### src/tcr_map.vh
// register map and field constants for the 16-bit timer register block
`ifndef TCR_MAP_VH
`define TCR_MAP_VH
`define TCR_ADDR_W        8
`define TCR_OFS_CTRL_C    8'h92
`define TCR_OFS_MASK      8'h71
`define TCR_OFS_CNT       8'h94
`define TCR_OFS_CAP       8'h96
`define TCR_OFS_CMPA      8'h98
`define TCR_OFS_CMPB      8'h9A
`define TCR_HI_OFS        8'h01
`define TCR_FORCE_A_BIT   7
`define TCR_FORCE_B_BIT   6
`define TCR_IE_CAP_BIT    5
`define TCR_IE_MB_BIT     2
`define TCR_IE_MA_BIT     1
`define TCR_IE_OV_BIT     0
`define TCR_MASK_RW       8'h27
`define TCR_RESET16       16'h0000
`define TCR_RESET8        8'h00
`define TCR_MODE_NORMAL   4'h0
`define TCR_MODE_CTC_A    4'h4
`define TCR_MODE_CTC_CAP  4'hC
`define TCR_MODE_PFC_CAP  4'h8
`define TCR_MODE_PC_CAP   4'hA
`define TCR_MODE_FAST_CAP 4'hE
`define TCR_COM_TOGGLE    2'h1
`define TCR_COM_CLEAR     2'h2
`define TCR_COM_SET       2'h3
`endif

### src/tcr_timer16_regs.v
// 16-bit timer counter, capture, compare and mask registers behind the cpu bus
// Notes on behaviour
// force strobes are ignored unless the waveform mode is non-pwm
// writing a force bit forces a compare match on the output pin
// force bits are strobes using the output mode present at that moment
// forced match raises no interrupt and does not clear counter in ctc
// force bit positions always read zero
// counter low byte at base, high byte at base plus one, read/write
// all 16-bit accesses go through one shared 8-bit temporary high byte
// a counter write suppresses compare matches on the next timer tick
// software should not change the counter while it runs
// capture event copies counter into the capture register
// capture register is top only in ctc capture mode; other capture-top modes only block capture
// compare registers compared continuously; match flags and drives pin
// mask bits 5,2,1,0 gate interrupts with global enable and event flag
// counter, capture, compare a, compare b at 94,96,98,9a, reset zero
// write high first into temp, low write commits; low read latches high
`timescale 1ns/1ps
`default_nettype none
`include "tcr_map.vh"
module tcr_timer16_regs (
    input  wire       clk,
    input  wire       rst,
    input  wire [7:0] bus_addr,
    input  wire [7:0] bus_wdata,
    input  wire       bus_wr,
    input  wire       bus_rd,
    input  wire       timer_tick,
    input  wire [3:0] waveform_mode_field,
    input  wire [1:0] compare_output_mode_a,
    input  wire [1:0] compare_output_mode_b,
    input  wire       capture_evt,
    input  wire       global_irq_enable,
    input  wire       capture_event_flag,
    input  wire       match_a_flag,
    input  wire       match_b_flag,
    input  wire       overflow_flag,
    output reg  [7:0] bus_rdata_q,
    output reg  [15:0] counter_value_q,
    output reg  [15:0] capture_value_q,
    output reg  [15:0] compare_a_value_q,
    output reg  [15:0] compare_b_value_q,
    output reg  [7:0] timer_interrupt_mask_q,
    output reg        match_a_evt_q,
    output reg        match_b_evt_q,
    output reg        capture_irq_q,
    output reg        match_a_irq_q,
    output reg        match_b_irq_q,
    output reg        overflow_irq_q,
    output wire       wave_out_a_pin,
    output wire       wave_out_b_pin
);
    reg  [7:0]  temp_high_q;
    reg         block_match_q;
    reg  [15:0] top_value;
    reg         force_a;
    reg         force_b;
    reg         non_pwm;
    reg         capture_is_top;
    reg  [7:0]  rdata_d;
    wire        hit_a;
    wire        hit_b;
    wire        at_top;

    function is_low;
        input [7:0] a;
        input [7:0] base;
        is_low = (a == base);
    endfunction
    function is_high;
        input [7:0] a;
        input [7:0] base;
        is_high = (a == base + `TCR_HI_OFS);
    endfunction

    always @* begin
        non_pwm = (waveform_mode_field == `TCR_MODE_NORMAL) ||
                  (waveform_mode_field == `TCR_MODE_CTC_A) ||
                  (waveform_mode_field == `TCR_MODE_CTC_CAP);
        capture_is_top = (waveform_mode_field == `TCR_MODE_CTC_CAP) ||
                         (waveform_mode_field == `TCR_MODE_PFC_CAP) ||
                         (waveform_mode_field == `TCR_MODE_PC_CAP) ||
                         (waveform_mode_field == `TCR_MODE_FAST_CAP);
        if (capture_is_top) begin
            top_value = capture_value_q;
        end else if (waveform_mode_field == `TCR_MODE_CTC_A) begin
            top_value = compare_a_value_q;
        end else begin
            top_value = 16'hFFFF;
        end
        force_a = bus_wr && is_low(bus_addr, `TCR_OFS_CTRL_C) && non_pwm &&
                  bus_wdata[`TCR_FORCE_A_BIT];
        force_b = bus_wr && is_low(bus_addr, `TCR_OFS_CTRL_C) && non_pwm &&
                  bus_wdata[`TCR_FORCE_B_BIT];
    end

    // blocked tick after a counter write keeps a rewritten value from matching
    assign hit_a = timer_tick && !block_match_q &&
                   (counter_value_q == compare_a_value_q);
    assign hit_b = timer_tick && !block_match_q &&
                   (counter_value_q == compare_b_value_q);
    assign at_top = (counter_value_q == top_value);

    always @* begin
        rdata_d = `TCR_RESET8;
        if (is_low(bus_addr, `TCR_OFS_CNT)) rdata_d = counter_value_q[7:0];
        else if (is_low(bus_addr, `TCR_OFS_CAP)) rdata_d = capture_value_q[7:0];
        else if (is_low(bus_addr, `TCR_OFS_CMPA)) rdata_d = compare_a_value_q[7:0];
        else if (is_low(bus_addr, `TCR_OFS_CMPB)) rdata_d = compare_b_value_q[7:0];
        else if (is_high(bus_addr, `TCR_OFS_CNT) ||
                 is_high(bus_addr, `TCR_OFS_CAP) ||
                 is_high(bus_addr, `TCR_OFS_CMPA) ||
                 is_high(bus_addr, `TCR_OFS_CMPB)) rdata_d = temp_high_q;
        else if (is_low(bus_addr, `TCR_OFS_MASK)) rdata_d = timer_interrupt_mask_q;
        else if (is_low(bus_addr, `TCR_OFS_CTRL_C)) rdata_d = `TCR_RESET8;
    end

    always @(posedge clk or posedge rst) begin
        if (rst) begin
            bus_rdata_q            <= `TCR_RESET8;
            temp_high_q            <= `TCR_RESET8;
            counter_value_q        <= `TCR_RESET16;
            capture_value_q        <= `TCR_RESET16;
            compare_a_value_q      <= `TCR_RESET16;
            compare_b_value_q      <= `TCR_RESET16;
            timer_interrupt_mask_q <= `TCR_RESET8;
            block_match_q          <= 1'b0;
            match_a_evt_q          <= 1'b0;
            match_b_evt_q          <= 1'b0;
            capture_irq_q          <= 1'b0;
            match_a_irq_q          <= 1'b0;
            match_b_irq_q          <= 1'b0;
            overflow_irq_q         <= 1'b0;
        end else begin
            if (bus_rd) begin
                bus_rdata_q <= rdata_d;
            end
            // low read snapshots the high byte so the pair stays coherent
            if (bus_rd && is_low(bus_addr, `TCR_OFS_CNT))
                temp_high_q <= counter_value_q[15:8];
            else if (bus_rd && is_low(bus_addr, `TCR_OFS_CAP))
                temp_high_q <= capture_value_q[15:8];
            else if (bus_rd && is_low(bus_addr, `TCR_OFS_CMPA))
                temp_high_q <= compare_a_value_q[15:8];
            else if (bus_rd && is_low(bus_addr, `TCR_OFS_CMPB))
                temp_high_q <= compare_b_value_q[15:8];
            else if (bus_wr && (is_high(bus_addr, `TCR_OFS_CNT) ||
                     is_high(bus_addr, `TCR_OFS_CAP) ||
                     is_high(bus_addr, `TCR_OFS_CMPA) ||
                     is_high(bus_addr, `TCR_OFS_CMPB)))
                temp_high_q <= bus_wdata;

            // cpu write wins over counting in the same cycle
            if (bus_wr && is_low(bus_addr, `TCR_OFS_CNT)) begin
                counter_value_q <= {temp_high_q, bus_wdata};
                block_match_q   <= 1'b1;
            end else if (timer_tick) begin
                block_match_q <= 1'b0;
                // forced matches never reach this clear path
                if (non_pwm && at_top && waveform_mode_field != `TCR_MODE_NORMAL)
                    counter_value_q <= `TCR_RESET16;
                else
                    counter_value_q <= counter_value_q + 16'h0001;
            end

            // capture disconnected while the capture register is top
            if (capture_evt && !capture_is_top)
                capture_value_q <= counter_value_q;
            else if (bus_wr && is_low(bus_addr, `TCR_OFS_CAP))
                capture_value_q <= {temp_high_q, bus_wdata};
            if (bus_wr && is_low(bus_addr, `TCR_OFS_CMPA))
                compare_a_value_q <= {temp_high_q, bus_wdata};
            if (bus_wr && is_low(bus_addr, `TCR_OFS_CMPB))
                compare_b_value_q <= {temp_high_q, bus_wdata};
            if (bus_wr && is_low(bus_addr, `TCR_OFS_MASK))
                timer_interrupt_mask_q <= bus_wdata & `TCR_MASK_RW;

            match_a_evt_q <= hit_a;
            match_b_evt_q <= hit_b;
            capture_irq_q  <= global_irq_enable && capture_event_flag &&
                timer_interrupt_mask_q[`TCR_IE_CAP_BIT];
            match_a_irq_q  <= global_irq_enable && match_a_flag &&
                timer_interrupt_mask_q[`TCR_IE_MA_BIT];
            match_b_irq_q  <= global_irq_enable && match_b_flag &&
                timer_interrupt_mask_q[`TCR_IE_MB_BIT];
            overflow_irq_q <= global_irq_enable && overflow_flag &&
                timer_interrupt_mask_q[`TCR_IE_OV_BIT];
        end
    end

    tcr_wave_out u_wave_a (
        .clk                 (clk),
        .rst                 (rst),
        .match_evt           (hit_a | force_a),
        .compare_output_mode (compare_output_mode_a),
        .wave_out_q          (wave_out_a_pin)
    );
    tcr_wave_out u_wave_b (
        .clk                 (clk),
        .rst                 (rst),
        .match_evt           (hit_b | force_b),
        .compare_output_mode (compare_output_mode_b),
        .wave_out_q          (wave_out_b_pin)
    );
endmodule // tcr_timer16_regs
`default_nettype wire

### src/tcr_wave_out.v
// one compare output: applies the compare output mode on a real or forced match
`timescale 1ns/1ps
`default_nettype none
`include "tcr_map.vh"
module tcr_wave_out (
    input  wire       clk,
    input  wire       rst,
    input  wire       match_evt,
    input  wire [1:0] compare_output_mode,
    output reg        wave_out_q
);
    reg wave_d;
    always @* begin
        wave_d = wave_out_q;
        if (match_evt) begin
            case (compare_output_mode)
                `TCR_COM_TOGGLE: wave_d = ~wave_out_q;
                `TCR_COM_CLEAR:  wave_d = 1'b0;
                `TCR_COM_SET:    wave_d = 1'b1;
                default:         wave_d = wave_out_q;
            endcase
        end
    end
    always @(posedge clk or posedge rst) begin
        if (rst) begin
            wave_out_q <= 1'b0;
        end else begin
            wave_out_q <= wave_d;
        end
    end
endmodule // tcr_wave_out
`default_nettype wire

### config.mk
export PLATFORM = sky130hd
export DESIGN_NAME = tcr_timer16_regs
export DESIGN_NICKNAME = d
export VERILOG_FILES = /design/src/tcr_timer16_regs.v /design/src/tcr_wave_out.v
export VERILOG_INCLUDE_DIRS = /design/src
export SDC_FILE = /design/constraint.sdc
export NUM_CORES = 1
export LEC_CHECK = 0
export BUFFER_PORTS_ARGS = -buffer_cell sky130_fd_sc_hd__buf_2
export CORE_ASPECT_RATIO = 1.75
export CORE_MARGIN = 2
export CORE_UTILIZATION = 56
export DETAILED_ROUTE_END_ITERATION = 16
export PLACE_DENSITY = 0.84
export SLEW_MARGIN = 20
export SYNTH_ARGS = -nofsm -noshare
export SYNTH_HDL_FRONTEND = slang
export SYNTH_SLANG_ARGS = --single-unit
export TNS_END_PERCENT = 50
### constraint.sdc
create_clock -name clk -period 2.9 [get_ports clk]
set_input_delay 0.145 -clock clk [delete_from_list [all_inputs] [get_ports clk]]
set_output_delay 0.145 -clock clk [all_outputs]
set_load 0.05 [all_outputs]
Word-level counts from Yosys, hierarchy flattened
Cells that the tools add are included.
Widths: inputs -> output; s select.

storage, ports and cells
  flip-flop bits (word level) = 93
  input port bits = 35
  output and inout port bits = 88
  word-level logic and storage cells = 114

cells by class
  add/subtract/negate cells = 1
  eq/ne operators = 24
  muxes and demuxes = 22
  bitwise gates (word level) = 4
  reductions and logical operators = 47

operators by type and width
  cell                   count
  $mux 16                7
  $mux 8                 10
  $eq 8x8->1 const B     9
  $eq 16x16->1           3
  $logic_and 1x1->1      28
  $add 16x1->16 const B  1
  $eq 4x4->1 const B     4
  $eq 2x2->1 const B     4
  $eq 8x7->1 const B     1
  $logic_or 1x1->1       8
  $mux 6                 1
  $pmux 1 s3             2
  $reduce_bool 3->1      2
  $reduce_bool 5->1      1
  $eq 2x1->1 const B     2
  $eq 4x3->1 const B     1
  $logic_not 4->1        1
  $reduce_and 2->1       2
  $reduce_bool 2->1      2
  $reduce_bool 4->1      1
  $logic_not 1->1        2
  $mux 1                 2
  $not 1->1              2
  $or 1x1->1             2

Logic depth before layout (Yosys ltp)
  depth in word-level cells = 11
  depth in mapped cells = 11
  gate-level depth less buffers = 8

By module
Synthesis repeated with hierarchy kept, for this count alone.

unflattened totals
  cell total of the unflattened synthesis = 634
  area, all modules = 5911.9 µm²

modules (own cells, without submodules)
  module            times used  cells an instance  area each (µm²)  sequential area each (µm²)
  tcr_timer16_regs  1           624                5804.3           2277.2
  tcr_wave_out      2           5                  53.8             25.0

Least setup slack after synthesis
OpenSTA, ideal clock, no wires.

  path type = reg2reg
  start point = register compare_a_value_q[1]
  end point = register counter_value_q[3]
  setup time = 0.135 ns
  arrival = 2.382 ns
  required time = 2.765 ns
  setup slack = 0.383 ns
  stages on the path, launching flop included = 9
  path buffers = 1
  clock period less this slack = 2.517 ns
  cells stage by stage = dfrtp_1 -> or4b_4 -> a221o_1 -> a2111oi_0 -> or3_1 -> nand4_1 -> nor2_2 -> buf_6 -> o31ai_2

between the ends
  word-level cells in the longest chain between the ends = 8

ends and longest elaborated chain
  item                                RTL line                RTL
  start: declaration                  tcr_timer16_regs.v:41   output reg [15:0] compare_a_value_q,
  start signal: assignment            tcr_timer16_regs.v:124  compare_a_value_q <= `TCR_RESET16;
  start signal: assignment            tcr_timer16_regs.v:172  compare_a_value_q <= {temp_high_q, bus_wdata};
  $mux 16                             tcr_timer16_regs.v:86   end else if (waveform_mode_field == `TCR_MODE_CTC_A) begin
  $mux 16                             tcr_timer16_regs.v:84   if (capture_is_top) begin
  $eq 16x16->1                        tcr_timer16_regs.v:102  assign at_top = (counter_value_q == top_value);
  $logic_and 1x1->1                   tcr_timer16_regs.v:160  if (non_pwm && at_top && waveform_mode_field != `TCR_MODE_NORMAL)
  $logic_and 1x1->1 (no source line)  n/a
  $mux 16                             tcr_timer16_regs.v:160
  $mux 16                             tcr_timer16_regs.v:157  end else if (timer_tick) begin
  $mux 16                             tcr_timer16_regs.v:154  if (bus_wr && is_low(bus_addr, `TCR_OFS_CNT)) begin
  end signal: assignment              tcr_timer16_regs.v:155  counter_value_q <= {temp_high_q, bus_wdata};
  end signal: assignment              tcr_timer16_regs.v:161  counter_value_q <= `TCR_RESET16;
  end signal: assignment              tcr_timer16_regs.v:163  counter_value_q <= counter_value_q + 16'h0001;
  end: declaration                    tcr_timer16_regs.v:39   output reg [15:0] counter_value_q,

No other way between the ends. The select of a mux whose other input is x is not followed.
A chain may end at the register's enable or synchronous reset.

Worst setup path after layout
  start point = register compare_a_value_q[1]
  end point = register counter_value_q[11]

The elaborated chain is that of the path after synthesis.

==> flow_summary.toml <==
[run_status]
status = "complete, no violations"

[route]
drtIter0Drc = 788
wl_mm = 22.4
first_pass_iters = 7
vias = 6153
vias_per_cell = 6.81
ant_nets = 0
remaining_drc_errors = 0
wl_per_cell_um = 24.8

[setup_path]
arrival_ps = 2950
crit_slowest_cell = "or4b_4"
worstRegToRegCells = 8
r2r-end = "counter_value_q[11]"
cpPeakStageDelay_ps = 580
critPathMaxFanout = 11
crit_chain = "or4b_4 -> a221o_1 -> a2111oi_0 -> or3_1 -> nand4_1 -> nor2_2 -> buf_4 -> o31ai_1"
rr_startpoint = "compare_a_value_q[1]"
crit_type = "reg2reg"
critPathRequiredTime_ps = 3120
worstSetupStartpointType = "flop"
reg2reg_slack_ps = 170
end_kind = "flop"

[timing]
finalHoldViolCount = 0
maxSlewViolCount = 0
max_freq_mhz = 366
fin_skew_ps = 7.54
period_needed_ps = 2730
setup_viol = 0
fin_setup_tns_ps = 0
hold_slack_ps = 44.2
tightest_slew_ps = 892
rsz0062_at_grt = "no"
slew_headroom_pct = 40.6
finalCritPeriodShare_pct = 94.3

[logic_synthesis]
yosys_warnings = 0
avgSynthCellArea_um2 = 9.12
netlist_top_cells_area = "dfrtp_1 (38%), mux2_2 (8.6%), xnor2_1 (5.0%), o21ai_0 (4.8%), mux2i_1 (4.4%)"
yosysTopAreaCellShare_pct = 37.9
synth_cell_types = 67
synthTopCellsByCount = "dfrtp_1 (93), o21ai_0 (59), a21oi_1 (52), nand2_1 (52), mux2_2 (47)"
ys_ff_latch = 93
syn_inst = 674
netlist_area_mm2 = 0.00615
ys_async_sr_fraction_pct = 100
synth-main-ff-cell = "dfrtp_1"
yosysTopAreaCell = "dfrtp_1"
synth.most_common_cell = "dfrtp_1"
synth-edff-count = 0
synth_seq_area_share_pct = 37.9

[finish]
nFillCells = 880
final_nets = 805
area_delta_synth_final_pct = 16.4
final_core_util_pct = 66.9
final_area_mm2 = 0.00716
finalNonFillerCells = 904
num_antenna_cells = 0
drive_gt1_share_pct = 29.6

[floorplan]
core_area_mm2 = 0.0107
start_util_pct = 57.5
num_io_pins = 123
die_w_um = 83.2
row_count = 50
die-area_mm2 = 0.0119
die_y_um = 143

[global_routing]
grt_pass1_vias = 6091
grt_pass1_wl_mm = 34.7
grt_max_degree = 49
antenna_found_initial = 0
gr-usage-all-layers_pct = 38.0
grt.overflow.total = 0

[min_path]
holdPathEnd = "capture_irq_q"
min_from = "capture_event_flag"
min_delay_path_depth = 2
holdCritPathClass = "in2reg"

[clock_network]
clock-root-buffer = "clkbuf_16"
clk_pin_slew_ps = 70
clock_latency_ps = 350
cts_tree = "done"
cts_max_level = 3
clk_path_buf_depth = 2
clkSinkCount = 93
numCtsBuffers = 9

[run]
drv_cap = 0

[placed_design]
place_inst = 887
placed_cell_area_mm2 = 0.00681
routabilityCongestion = 1.09
portBuffers = 118
hpwl_mm = 16.1

[power]
power_density_mw_per_mm2 = 686
irDropWorstVdd_uv = 530
power_leakage_nw = 3.30
==> placed cells by master, fill, tap and decap left out, types with 9 or more instances in the layout <==
cell	count
o21ai_0	59
mux2i_1	27
buf_4	20
nand3_1	15
nor2_1	33
dfrtp_1	93
and3_1	20
nor3_1	15
nand2_1	52
nand2b_1	13
nand4_1	10
buf_2	118
clkbuf_16	9
o22ai_1	19
nor2b_1	12
mux2_2	47
xnor2_1	35
a21oi_1	52
==> worst max path at each step <==
stage,start,end
final,compare_a_value_q[1],counter_value_q[11]
after global routing,compare_a_value_q[1],counter_value_q[11]
after CTS,compare_a_value_q[1],counter_value_q[11]
after detailed placement,compare_a_value_q[1],counter_value_q[11]
after global placement,waveform_mode_field[3],counter_value_q[11]
after floorplan,rst,block_match_q
==> report_power, final <==
part	switching, mW	internal, mW	leakage (nW)
Sequential	0.441	1.45	1.19
Combinational	1.11	0.579	1.95
Clock	0.542	0.787	0.160
==> critical path: cells and delay by family, from the launching register on <==
kind	cells	cell delay, ps
and+or+nand+nor	4	1110
DFF	1	430
AOI/OAI and AO/OA	3	840
buffers and inverters	1	240
==> per-stage QoR <==
stage / power, mW / setup WS [ps]
floorplan: 3.00 / 335
global placement: 3.50 / 435
detailed placement: 3.54 / 394
CTS: 4.85 / 214
global route: 5.08 / 93.2
finish: 4.91 / 166
==> repair_timing <==
action	4_1_cts	5_1_grt
endpoints found under the hold margin	47	0
hold buffers	1	0
buffers inserted	0	0
resized for setup	0	0
==> final cells by class <==
class	count	area (um2)	share of cell area [%]
clock buffer	10	239	3.34
multi-input combinational	517	3530	49.4
sequential	93	2330	32.5
clock inverter	6	93.8	1.31
tap	130	163	2.27
inverter	8	31.3	0.437
timing repair buffer	140	771	10.8
==> layer usage <==
metal | up-vias | track usage [%] | part of all wire (%)
met2 | 460 | 62.9 | 49
met1 | 2921 | 43.4 | 34
li1 | 2648 | - | -
met5 | - | 0 | 0
met3 | 124 | 6.09 | 9.1
met4 | 0 | 29.9 | 8.3
==> state kept, by name, indices dropped and copies added, names as in the netlist <==
name / count
capture_value_q: 16
match_a_evt_q: 1
counter_value_q: 16
u_wave_a.wave_out_q: 1
compare_a_value_q: 16
block_match_q: 1
u_wave_b.wave_out_q: 1
compare_b_value_q: 16
match_b_evt_q: 1
match_a_irq_q: 1
match_b_irq_q: 1
temp_high_q: 8
bus_rdata_q: 8
capture_irq_q: 1
overflow_irq_q: 1
timer_interrupt_mask_q: 4
==> kinds of logic (layout without fill, tap and decap cells) <==
group	after synthesis	count (layout)	share of synthesized area (%)
buffers and inverters	67	164	5.01
muxes	74	74	13.0
adders and majority gates	1	1	0.204
and+or+nand+nor	214	214	19.6
DFF	93	93	37.9
xor gates and xnor gates	36	36	5.13
AOI/OAI and AO/OA	188	188	19.1
other	1	4	0.0610
Power figures use the tool's default switching activity.
